==> config.mk <==
export PLATFORM = sky130hd
export DESIGN_NAME = spiq_top
export DESIGN_NICKNAME = d
export VERILOG_FILES = /design/src/hw/spiq_pkg.sv /design/src/hw/spiq_top.sv
export SDC_FILE = /design/constraint.sdc
export NUM_CORES = 1
export LEC_CHECK = 0
export ABC_AREA = 1
export BUFFER_PORTS_ARGS = -buffer_cell sky130_fd_sc_hd__buf_2
export CORE_UTILIZATION = 31
export CTS_BUF_LIST = sky130_fd_sc_hd__clkbuf_8
export CTS_CLUSTER_DIAMETER = 200
export CTS_CLUSTER_SIZE = 16
export DETAILED_ROUTE_END_ITERATION = 10
export GPL_TIMING_DRIVEN = 0
export MAX_ROUTING_LAYER = met4
export SLEW_MARGIN = 10
export SYNTH_ARGS = -nofsm -noshare
export SYNTH_HDL_FRONTEND = slang
export SYNTH_SLANG_ARGS = --single-unit
==> constraint.sdc <==
create_clock -name core_clk -period 3.6 [get_ports core_clk]
set_input_delay 0.9 -clock core_clk [delete_from_list [all_inputs] [get_ports core_clk]]
set_output_delay 0.9 -clock core_clk [all_outputs]
set_load 0.03 [all_outputs]
==> src/hw/spiq_pkg.sv <==
// spiq_pkg: register map, field positions, carriers and timing for the
// spi master queue and select block.
// assumes a 40 MHz core clock and a 16-bit configuration-port address.
package spiq_pkg;

  // ---------------------------------------------------------------
  // register offsets
  // ---------------------------------------------------------------
  localparam logic [15:0] OFF_EVENT = 16'h2024;
  localparam logic [15:0] OFF_MASK = 16'h2028;
  localparam logic [15:0] OFF_CMD = 16'h202c;
  localparam logic [15:0] OFF_TX = 16'h2030;
  localparam logic [15:0] OFF_RX = 16'h2034;
  localparam logic [15:0] OFF_SEL = 16'h2038;
  localparam logic [15:0] OFF_ASEL = 16'h203c;

  // ---------------------------------------------------------------
  // field positions and reset values
  // ---------------------------------------------------------------
  localparam int CMD_LT_BIT = 22;
  localparam int EV_TIP_BIT = 31;
  localparam int EV_LT_BIT = 14;
  localparam int EV_OV_BIT = 12;
  localparam int EV_NE_BIT = 9;
  localparam int EV_NF_BIT = 8;
  localparam logic [31:0] MASK_WR_BITS = 32'h8000_5f00;
  localparam logic [31:0] MASK_RESET = 32'h0000_0000;
  localparam int NSEL = 6;
  localparam logic [5:0] SEL_RESET = 6'h3f;
  localparam logic [5:0] ASEL_RESET = 6'h3f;
  localparam logic [3:0] WS_32BIT = 4'h0;
  localparam int RX_HALF_SHIFT = 16;

  // ---------------------------------------------------------------
  // timing: fastest serial clock, core clock divided by four
  // ---------------------------------------------------------------
  localparam int CLK_PERIOD_NS = 25;
  localparam int SCK_HALF_NS = 50;
  localparam int SCK_HALF_CYC = (SCK_HALF_NS + CLK_PERIOD_NS - 1) /
                                CLK_PERIOD_NS;

  // ---------------------------------------------------------------
  // carriers
  // ---------------------------------------------------------------
  typedef struct packed {
    logic wr;
    logic rd;
    logic [15:0] addr;
    logic [31:0] wdata;
  } spiq_cfg_req_t;

  typedef struct packed {
    logic [3:0] word_size;
    logic msb_first_order;
    logic auto_sel_swap;
  } spiq_mode_t;

  typedef enum logic [1:0] {
    SPIQ_IDLE,
    SPIQ_SHIFT
  } spiq_state_t;

endpackage

==> src/hw/spiq_top.sv <==
// spiq_top: command, transmit, receive and select registers of an spi
// master, with its transmit and receive queues and the serial engine.
// assumes mode settings arrive as levels from the mode register elsewhere
// and the configuration port gives one-cycle read and write strobes.
`timescale 1ns/1ps

module spiq_top #(
  parameter int TXQ_DEPTH = 4,
  parameter int RXQ_DEPTH = 4,
  parameter int HALF_CYC = spiq_pkg::SCK_HALF_CYC
) (
  // clock, reset, enable
  input wire logic core_clk,
  input wire logic rst_b,
  input wire logic clk_en,
  // configuration port
  input wire spiq_pkg::spiq_cfg_req_t cfg_req,
  output logic [31:0] cfg_rdata,
  output logic cfg_rvalid,
  // mode settings
  input wire spiq_pkg::spiq_mode_t mode,
  // serial pins and transfer status
  output logic sck,
  output logic mosi,
  input wire logic miso,
  output logic [spiq_pkg::NSEL-1:0] chip_select_lines,
  output logic transfer_active
);
  import spiq_pkg::*;

  localparam int TPW = $clog2(TXQ_DEPTH);
  localparam int RPW = $clog2(RXQ_DEPTH);
  localparam logic [TPW:0] TX_FULL = (TPW+1)'(TXQ_DEPTH);
  localparam logic [RPW:0] RX_FULL = (RPW+1)'(RXQ_DEPTH);
  localparam logic [7:0] HALF_LAST = 8'(HALF_CYC - 1);

  // ---------------------------------------------------------------
  // state
  // ---------------------------------------------------------------
  logic miso_meta, miso_sync;
  logic [31:0] txq [TXQ_DEPTH];
  logic [31:0] rxq [RXQ_DEPTH];
  logic [TPW-1:0] tx_wp, tx_rp;
  logic [RPW-1:0] rx_wp, rx_rp;
  logic [TPW:0] tx_cnt;
  logic [RPW:0] rx_cnt;
  logic [31:0] event_enables;
  logic [5:0] sel_primary, alt_chip_select_lines;
  logic eoq_marker, final_word_event, rx_lost_word, alt_active;
  spiq_state_t state;
  logic [31:0] tx_shift, rx_shift;
  logic [7:0] div_cnt;
  logic [5:0] bit_cnt;

  logic [31:0] next_txq [TXQ_DEPTH];
  logic [31:0] next_rxq [RXQ_DEPTH];
  logic [TPW-1:0] next_tx_wp, next_tx_rp;
  logic [RPW-1:0] next_rx_wp, next_rx_rp;
  logic [TPW:0] next_tx_cnt;
  logic [RPW:0] next_rx_cnt;
  logic [31:0] next_event_enables, next_cfg_rdata;
  logic [5:0] next_sel_primary, next_alt_chip_select_lines;
  logic next_eoq_marker, next_final_word_event, next_rx_lost_word;
  logic next_alt_active, next_sck, next_cfg_rvalid;
  spiq_state_t next_state;
  logic [31:0] next_tx_shift, next_rx_shift;
  logic [7:0] next_div_cnt;
  logic [5:0] next_bit_cnt;

  // ---------------------------------------------------------------
  // decode helpers
  // ---------------------------------------------------------------
  logic tx_space_avail, rx_has_words, cmd_lt_write, tx_push, word_done;
  logic [5:0] word_len;
  logic [31:0] rx_placed, rx_shifted, event_view;

  assign tx_space_avail = (tx_cnt != TX_FULL);
  assign rx_has_words = (rx_cnt != '0);
  assign word_len = (mode.word_size == WS_32BIT) ? 6'h20 :
                    {2'b00, mode.word_size} + 6'h01;
  assign cmd_lt_write = cfg_req.wr && cfg_req.addr == OFF_CMD &&
                        cfg_req.wdata[CMD_LT_BIT];
  assign tx_push = cfg_req.wr && cfg_req.addr == OFF_TX &&
                   tx_space_avail;
  assign word_done = state == SPIQ_SHIFT && div_cnt == HALF_LAST && sck &&
                     bit_cnt == word_len - 6'h01;
  // incoming bit lands at the end the shift direction fills from
  always_comb begin
    rx_shifted = mode.msb_first_order ? {rx_shift[30:0], miso_sync} :
                 {miso_sync, rx_shift[31:1]};
    // placement acts on the finished word only, never inside the shifter
    rx_placed = rx_shift;
    if (mode.word_size != WS_32BIT) begin
      rx_placed = mode.msb_first_order ? rx_shift << RX_HALF_SHIFT :
                  rx_shift >> RX_HALF_SHIFT;
    end
  end
  always_comb begin
    event_view = '0;
    event_view[EV_TIP_BIT] = transfer_active;
    event_view[EV_LT_BIT] = final_word_event;
    event_view[EV_OV_BIT] = rx_lost_word;
    event_view[EV_NE_BIT] = rx_has_words;
    event_view[EV_NF_BIT] = tx_space_avail;
  end

  assign transfer_active = (state == SPIQ_SHIFT);
  assign mosi = mode.msb_first_order ? tx_shift[31] : tx_shift[0];
  assign chip_select_lines = alt_active ? alt_chip_select_lines :
                             sel_primary;

  // ---------------------------------------------------------------
  // next-state logic
  // ---------------------------------------------------------------
  always_comb begin
    next_txq = txq;
    next_rxq = rxq;
    next_tx_wp = tx_wp;
    next_tx_rp = tx_rp;
    next_rx_wp = rx_wp;
    next_rx_rp = rx_rp;
    next_tx_cnt = tx_cnt;
    next_rx_cnt = rx_cnt;
    next_event_enables = event_enables;
    next_sel_primary = sel_primary;
    next_alt_chip_select_lines = alt_chip_select_lines;
    next_eoq_marker = eoq_marker;
    next_final_word_event = final_word_event;
    next_rx_lost_word = rx_lost_word;
    next_alt_active = alt_active;
    next_state = state;
    next_tx_shift = tx_shift;
    next_rx_shift = rx_shift;
    next_div_cnt = div_cnt;
    next_bit_cnt = bit_cnt;
    next_sck = sck;
    next_cfg_rvalid = cfg_req.rd;
    next_cfg_rdata = '0;

    // register reads; command and unmapped offsets answer zero
    if (cfg_req.rd) begin
      case (cfg_req.addr)
        OFF_EVENT: next_cfg_rdata = event_view;
        OFF_MASK: next_cfg_rdata = event_enables;
        OFF_CMD: next_cfg_rdata = '0;
        OFF_TX: next_cfg_rdata = txq[tx_wp - TPW'(1)];
        OFF_RX: next_cfg_rdata = rx_has_words ? rxq[rx_rp] : '0;
        OFF_SEL: next_cfg_rdata = {26'h0, sel_primary};
        OFF_ASEL: next_cfg_rdata = {26'h0, alt_chip_select_lines};
        default: next_cfg_rdata = '0;
      endcase
      if (cfg_req.addr == OFF_RX && rx_has_words) begin
        next_rx_rp = rx_rp + RPW'(1);
        next_rx_cnt = next_rx_cnt - (RPW+1)'(1);
      end
    end

    // register writes; clears first so a same-cycle event wins
    if (cfg_req.wr) begin
      case (cfg_req.addr)
        OFF_MASK: next_event_enables = cfg_req.wdata & MASK_WR_BITS;
        OFF_EVENT: begin
          if (cfg_req.wdata[EV_LT_BIT]) next_final_word_event = 1'b0;
          if (cfg_req.wdata[EV_OV_BIT]) next_rx_lost_word = 1'b0;
        end
        OFF_SEL: next_sel_primary = cfg_req.wdata[5:0];
        OFF_ASEL: next_alt_chip_select_lines = cfg_req.wdata[5:0];
        default: ;
      endcase
    end
    if (tx_push) begin
      next_txq[tx_wp] = cfg_req.wdata;
      next_tx_wp = tx_wp + TPW'(1);
      next_tx_cnt = next_tx_cnt + (TPW+1)'(1);
    end

    // serial engine
    case (state)
      SPIQ_IDLE: begin
        next_sck = 1'b0;
        next_div_cnt = '0;
        next_bit_cnt = '0;
        if (tx_cnt != '0) begin
          next_tx_shift = txq[tx_rp];
          next_rx_shift = '0;
          next_tx_rp = tx_rp + TPW'(1);
          next_tx_cnt = next_tx_cnt - (TPW+1)'(1);
          next_alt_active = mode.auto_sel_swap;
          next_state = SPIQ_SHIFT;
        end
      end
      SPIQ_SHIFT: begin
        next_div_cnt = div_cnt + 8'h01;
        if (div_cnt == HALF_LAST) begin
          next_div_cnt = '0;
          next_sck = ~sck;
          if (!sck) begin
            next_rx_shift = rx_shifted;
          end else if (word_done) begin
            next_bit_cnt = '0;
            if (rx_cnt != RX_FULL) begin
              next_rxq[rx_wp] = rx_placed;
              next_rx_wp = rx_wp + RPW'(1);
              next_rx_cnt = next_rx_cnt + (RPW+1)'(1);
            end else begin
              next_rx_lost_word = 1'b1;
            end
            if (tx_cnt != '0) begin
              // back-to-back word, select stays where it is
              next_tx_shift = txq[tx_rp];
              next_rx_shift = '0;
              next_tx_rp = tx_rp + TPW'(1);
              next_tx_cnt = next_tx_cnt - (TPW+1)'(1);
            end else begin
              next_state = SPIQ_IDLE;
              next_alt_active = 1'b0;
              if (eoq_marker) begin
                next_final_word_event = 1'b1;
                next_eoq_marker = 1'b0;
              end
            end
          end else begin
            next_bit_cnt = bit_cnt + 6'h01;
            next_tx_shift = mode.msb_first_order ? tx_shift << 1 :
                            tx_shift >> 1;
          end
        end
      end
      default: next_state = SPIQ_IDLE;
    endcase

    // a fresh marker write outlives an auto-clear in the same cycle
    if (cmd_lt_write) next_eoq_marker = 1'b1;
  end

  // ---------------------------------------------------------------
  // registers
  // ---------------------------------------------------------------
  always_ff @(posedge core_clk) begin
    if (!rst_b) begin
      miso_meta <= 1'b0;
      miso_sync <= 1'b0;
      for (int i = 0; i < TXQ_DEPTH; i++) txq[i] <= '0;
      for (int i = 0; i < RXQ_DEPTH; i++) rxq[i] <= '0;
      tx_wp <= '0;
      tx_rp <= '0;
      rx_wp <= '0;
      rx_rp <= '0;
      tx_cnt <= '0;
      rx_cnt <= '0;
      event_enables <= MASK_RESET;
      sel_primary <= SEL_RESET;
      alt_chip_select_lines <= ASEL_RESET;
      eoq_marker <= 1'b0;
      final_word_event <= 1'b0;
      rx_lost_word <= 1'b0;
      alt_active <= 1'b0;
      state <= SPIQ_IDLE;
      tx_shift <= '0;
      rx_shift <= '0;
      div_cnt <= '0;
      bit_cnt <= '0;
      sck <= 1'b0;
      cfg_rvalid <= 1'b0;
      cfg_rdata <= '0;
    end else if (clk_en) begin
      miso_meta <= miso;
      miso_sync <= miso_meta;
      txq <= next_txq;
      rxq <= next_rxq;
      tx_wp <= next_tx_wp;
      tx_rp <= next_tx_rp;
      rx_wp <= next_rx_wp;
      rx_rp <= next_rx_rp;
      tx_cnt <= next_tx_cnt;
      rx_cnt <= next_rx_cnt;
      event_enables <= next_event_enables;
      sel_primary <= next_sel_primary;
      alt_chip_select_lines <= next_alt_chip_select_lines;
      eoq_marker <= next_eoq_marker;
      final_word_event <= next_final_word_event;
      rx_lost_word <= next_rx_lost_word;
      alt_active <= next_alt_active;
      state <= next_state;
      tx_shift <= next_tx_shift;
      rx_shift <= next_rx_shift;
      div_cnt <= next_div_cnt;
      bit_cnt <= next_bit_cnt;
      sck <= next_sck;
      cfg_rvalid <= next_cfg_rvalid;
      cfg_rdata <= next_cfg_rdata;
    end
  end
endmodule

; ---- Word-level counts from Yosys, hierarchy flattened
; Index checks and enable logic that the tools add are counted.
[word_totals]
regBits = 409
inputBits = 60
output_inout_bits = 42
elab_cells = 202
[op_classes]
n_addsub = 13
magnitude_cmp = 7
eq_ne = 19
n_mux = 92
bitwise = 6
n_reduce_logical = 34
[ops]
columns = operator, count
row1 = $mux 32, 22
row2 = $bwmux 128, 2
row3 = $bmux 32 s2, 3
row4 = $pmux 32 s6, 1
row5 = $demux 32 s2, 2
row6 = $pmux 32 s2, 2
row7 = $eq 16x14->1 const B, 7
row8 = $mux 3, 12
row9 = $mux 6, 5
row10 = $mux 1, 26
row11 = $mux 2, 9
row12 = $reduce_and 6->1, 3
row13 = $pmux 8 s2, 1
row14 = $ge 3x3->1 const B, 5
row15 = $not 2->3, 5
row16 = $reduce_and 3->1, 5
row17 = $pmux 6 s2, 1
row18 = $logic_and 1x1->1, 10
row19 = $reduce_bool 2->1, 5
row20 = $add 2x1->2 const B, 4
row21 = $add 8x1->8 const B, 1
row22 = $eq 8x1->1 const B, 1
row23 = $mux 8, 1
row24 = $ne 2x2->1 const B, 4
row25 = 24 further kinds, 34

; ---- Logic depth before layout (Yosys ltp)
[logic_depth]
ltp_word = 10
depth_mapped = 19
depth_no_buf = 18

; ---- Worst setup path before layout
; Ideal clock, no wire load.
[synth_path]
path_kind = input port to flip-flop
from = in mode[2] (netlist name)
to = reg rxq[90] (netlist name)
setup_time_ns = 0.113
t_arrival_ns = 3.006
required_time_ns = 3.487
path_slack_ns = 0.481
path_stages = 18
n_path_buf = 2
path_cell_list = inv_1 ha_1 nand2_4 nand2_2 ha_1 xnor2_1 nor2_1 nand2_1 nor2_1 nand3_1 nor2_4 nand2_4 nor3_2 buf_2 buf_4 nand3_1 nand2_1 nor2_1
[synth_between]
elab_chain_len = 6
elab_cells_between_ends = 10
classes_between = 2 x add/sub / 1 x eq/ne / 3 x mux / 4 x reduce/logical
[synth_lines]
columns = element, line
row1 = "start, declared", spiq_top.sv:21  ; input wire spiq_pkg::spiq_mode_t mode,
row2 = $add 4x1->5 / $logic_not 4->1 (equally long branches), "spiq_top.sv:80, spiq_top.sv:79"
row3 = $mux 6, spiq_top.sv:79  ; assign word_len = (mode.word_size == WS_32BIT) ? 6'h20 :
row4 = $sub 6x1->6, spiq_top.sv:86  ; bit_cnt == word_len - 6'h01;
row5 = $eq 6x6->1, spiq_top.sv:86
row6 = $logic_and 1x1->1, spiq_top.sv:85  ; assign word_done = state == SPIQ_SHIFT && div_cnt == HALF_LAST && sck &&
row7 = $reduce_and 6->1 (no source line), -
row8 = "end signal, assigned", spiq_top.sv:270  ; rxq <= next_rxq;
row9 = "end, declared", spiq_top.sv:42  ; logic [31:0] rxq [RXQ_DEPTH];
; Parallel ways exist; a longest one is shown, timed or not.
; A chain may end at the register's enable or synchronous reset.

; ---- Final worst setup path
[layout_path]
from = reg tx_wp[0]
to = reg cfg_rdata[13]
[layout_between]
elab_chain_len = 7
[layout_lines]
columns = element, line
row1 = "start, declared", spiq_top.sv:43  ; logic [TPW-1:0] tx_wp, tx_rp;
row2 = "start signal, assigned", spiq_top.sv:271  ; tx_wp <= next_tx_wp;
row3 = $sub 2x1->2, spiq_top.sv:146  ; OFF_TX: next_cfg_rdata = txq[tx_wp - TPW'(1)];
row4 = $not 2->3 (not written as such), spiq_top.sv:146
row5 = $bmux 32 s2, spiq_top.sv:146
row6 = $mux 32 (not written as such) (2 in a row), spiq_top.sv:146
row7 = $pmux 32 s6, spiq_top.sv:142  ; case (cfg_req.addr)
row8 = $mux 32, spiq_top.sv:141  ; if (cfg_req.rd) begin
row9 = "end signal, assigned", spiq_top.sv:291  ; cfg_rdata <= next_cfg_rdata;
row10 = "end, declared", spiq_top.sv:18  ; output logic [31:0] cfg_rdata,
; No other way between the ends. The select of a mux whose other input is x is not followed.

==> qor.yml <==
slowest_stage: "ha_2"
tightest_slew_ns: 1.34
layout_commonest_cell: "o21ai_0"
mostFrequentLayoutCells: "o21ai_0 (526), nand2_1 (446), nor2_1 (445)"
synth_seq_area_share: 0.384
hold_path.class: "flop to flop"
die-height_um: 264
grt_overflow: 0
r2r-start: "tx_wp[0]$_SDFFE_PN0P_"
p_total_uw: 9290
leakage_uw: 0.00897
fmax_ghz: 0.283
htreeDepth: 1
cts_buffers: 29
gp_congestion: 1.01
wl_um: 89300
synth_top_cell_by_area: "dfxtp_1"
hpwl_um: 66900
cts_sinks: 408
worst_hold_slack_ns: 0.463
avgViaCountPerCell: 5.51
ys_types: 40
antenna_found_initial: 5
fin_skew_ns: 0.0449
rr_endpoint: "cfg_rdata[13]$_SDFFE_PN0P_"
synth_area_leaders: "dfxtp_1 (38%), o21ai_0 (12%), a21oi_1 (8.9%)"
synth_ff_type: "dfxtp_1"
drtIter0Drc: 3218
setup_viol: 0
fillers: 7506
synth_edf_count: 0
drive_gt1_frac: 0.0625
area.sequential_sq_mm: 0.00817
cpPeakStageDelay_ns: 0.52
drtPass1Iterations: 6
dieArea_sq_mm: 0.0696
multiInputGateArea_sq_mm: 0.0110
num_io_pins: 102
synth_top_area_frac: 0.384
vdd_drop_max_uv: 274
startpoint: "tx_wp[0]$_SDFFE_PN0P_"
grt_max_degree: 17
root_buffer: "clkbuf_8"
r2r_slack_ns: 0.07
synthesis.area_sq_mm: 0.0213
clk_pin_slew_ns: 0.12
io_buffer_count: 99
grt_pass1_vias: 20753
synth-async-reset-ratio: 0
wire_per_inst_um: 21.2
drc_errors: 0
syn_to_final_growth_pct: 9.47
period_needed_ns: 3.53
die_x_um: 264
cts_setup_buffers: 0
r2r_cells: 12
hold_path.startpoint: "event_enables[9]$_SDFFE_PN0P_"
crit_path_start_kind: "flop"
post-route-period-util: 0.981
power_density_mw_per_mm2: 399
maxSlewHeadroom: 0.0951
grt_setup_unrepaired: "false"
final_max_slew_viol_count: 0
crit_end: "cfg_rdata[13]$_SDFFE_PN0P_"
hold_viol: 0
ys_ff_latch: 408
cts_tree: "built"
core-area_sq_mm: 0.0675
worstPathArrival_ns: 4.05
outcome: "completed"
path_cells: "clkbuf_1, clkinv_1, clkbuf_2, ha_2, inv_1, clkbuf_2, o21ai_0, a21oi_1, o21ai_1, o41ai_1, nand3_1, a21oi_1"
synth_cells: 3200
clockBufferDepth: 3
num_vias: 23175
yosys_warnings: 0
track_usage: 0.255
endpoint_kind: "flop"
syn_area_per_cell_sq_um: 6.64
num_rows: 95
final_nets: 3409
critPathRequiredTime_ns: 4.12
ant_nets: 0
initial_core_util: 0.315
max_cap_violations: 0
syn_nets: 3280
worst-path-max-fanout: 11
grt_pass1_wl_um: 133000
clk_latency_ns: 0.70
path_class: "flop to flop"
metrics by stage:
stage | std cells | util | area, sq um | TNS [ns] | worst slack [ns]
floorplan | 3200 | - | 21300 | 0 | 0.481
global placement | 4172 | 0.338 | 22800 | -9.82 | -0.247
detailed placement | 4172 | 0.338 | 22800 | -11.16 | -0.258
CTS | 4203 | 0.345 | 23300 | 0 | 0.0728
global route | 4204 | 0.345 | 23300 | 0 | 0.0545
finish | 4204 | 0.345 | 23300 | 0 | 0.0699
synth_stat cells (4+ instances only):
cell type    n
nand2_2      7
nand2_4      4
buf_2       23
nor3_1      14
a21oi_1    379
a22oi_1     14
buf_6        4
nor2_1     445
dfxtp_1    408
o41ai_1      5
nand3_1    111
a211oi_1    25
nand2_1    446
xor2_1       9
nor2_4       6
o21ai_0    529
buf_1       35
buf_4       15
clkbuf_1   182
or2_0        7
inv_1      274
o22ai_1     29
nand4_1    114
o211ai_1    54
a31oi_1     10
ha_1        20
state kept, by name, summed over array words and instances, names as in the netlist, 2 cells and up:
signal / cells
div_cnt: 8
rx_cnt: 3
alt_chip_select_lines: 6
cfg_rdata: 32
rx_wp: 2
rx_shift: 32
tx_wp: 2
bit_cnt: 6
rx_rp: 2
tx_shift: 32
tx_cnt: 3
sel_primary: 6
txq: 128
rxq: 128
event_enables: 7
tx_rp: 2
cell families (layout without fill, tap and decap cells):
family / count (synthesis) / after routing / share of synthesized area
AOI/OAI and AO/OA: 1053 / 1053 / 0.263
xor gates and xnor gates: 12 / 12 / 0.00494
adders and majority gates: 20 / 20 / 0.0118
buffers and inverters: 538 / 667 / 0.100
DFF: 408 / 408 / 0.384
other: 0 / 2 / 0
and+or+nand+nor: 1169 / 1169 / 0.236
cell type report:
| class | instances | area share |
|---|---|---|
| Antenna cell | 2 | 0.000215 |
| Buffer | 258 | 0.0468 |
| Clock buffer | 29 | 0.0171 |
| Clock inverter | 2 | 0.000699 |
| Inverter | 279 | 0.0450 |
| Multi-Input combinational cell | 2254 | 0.471 |
| Sequential cell | 408 | 0.351 |
| Tap cell | 873 | 0.0469 |
| Timing Repair Buffer | 99 | 0.0213 |
worst min path at each step:
stage	end	slack, ns	cells after the start
after detailed placement	event_enables[9]$_SDFFE_PN0P_	0.45	2
after CTS	event_enables[9]$_SDFFE_PN0P_	0.46	2
after global routing	txq[114]$_SDFFE_PN0P_	0.48	3
after floorplan	event_enables[9]$_SDFFE_PN0P_	0.42	2
after global placement	event_enables[9]$_SDFFE_PN0P_	0.44	2
final	event_enables[9]$_SDFFE_PN0P_	0.46	2
power breakdown:
group	switching (uW)	total [uW]	internal (uW)
logic	1590	2160	567
registers	140	4790	4650
clock network	1610	2340	729
timing repair:
| action | CTS | global route |
|---|---|---|
| endpoints found under the setup margin | 6 | 22 |
| resized for setup | 5 | 6 |
| hold buffers | 0 | 0 |
critical path: cells and delay by family, from the launching register on:
| family | cells | cell delay (ns) |
|---|---|---|
| flip-flops | 1 | 0.38 |
| adder cells (fa/ha/maj) | 1 | 0.52 |
| buffers and inverters | 5 | 1.35 |
| AND/OR/NAND/NOR | 1 | 0.13 |
| AO/OA/AOI/OAI | 5 | 0.96 |
routing by layer:
metal  wire length [um]  share of wire  global-route usage
met4               3500          0.039              0.0955
met2              37700           0.42               0.370
met5                  0              0                   -
met3               8750          0.098              0.0417
met1              39400           0.44               0.353
No activity file was read; power rests on OpenSTA's default activity.
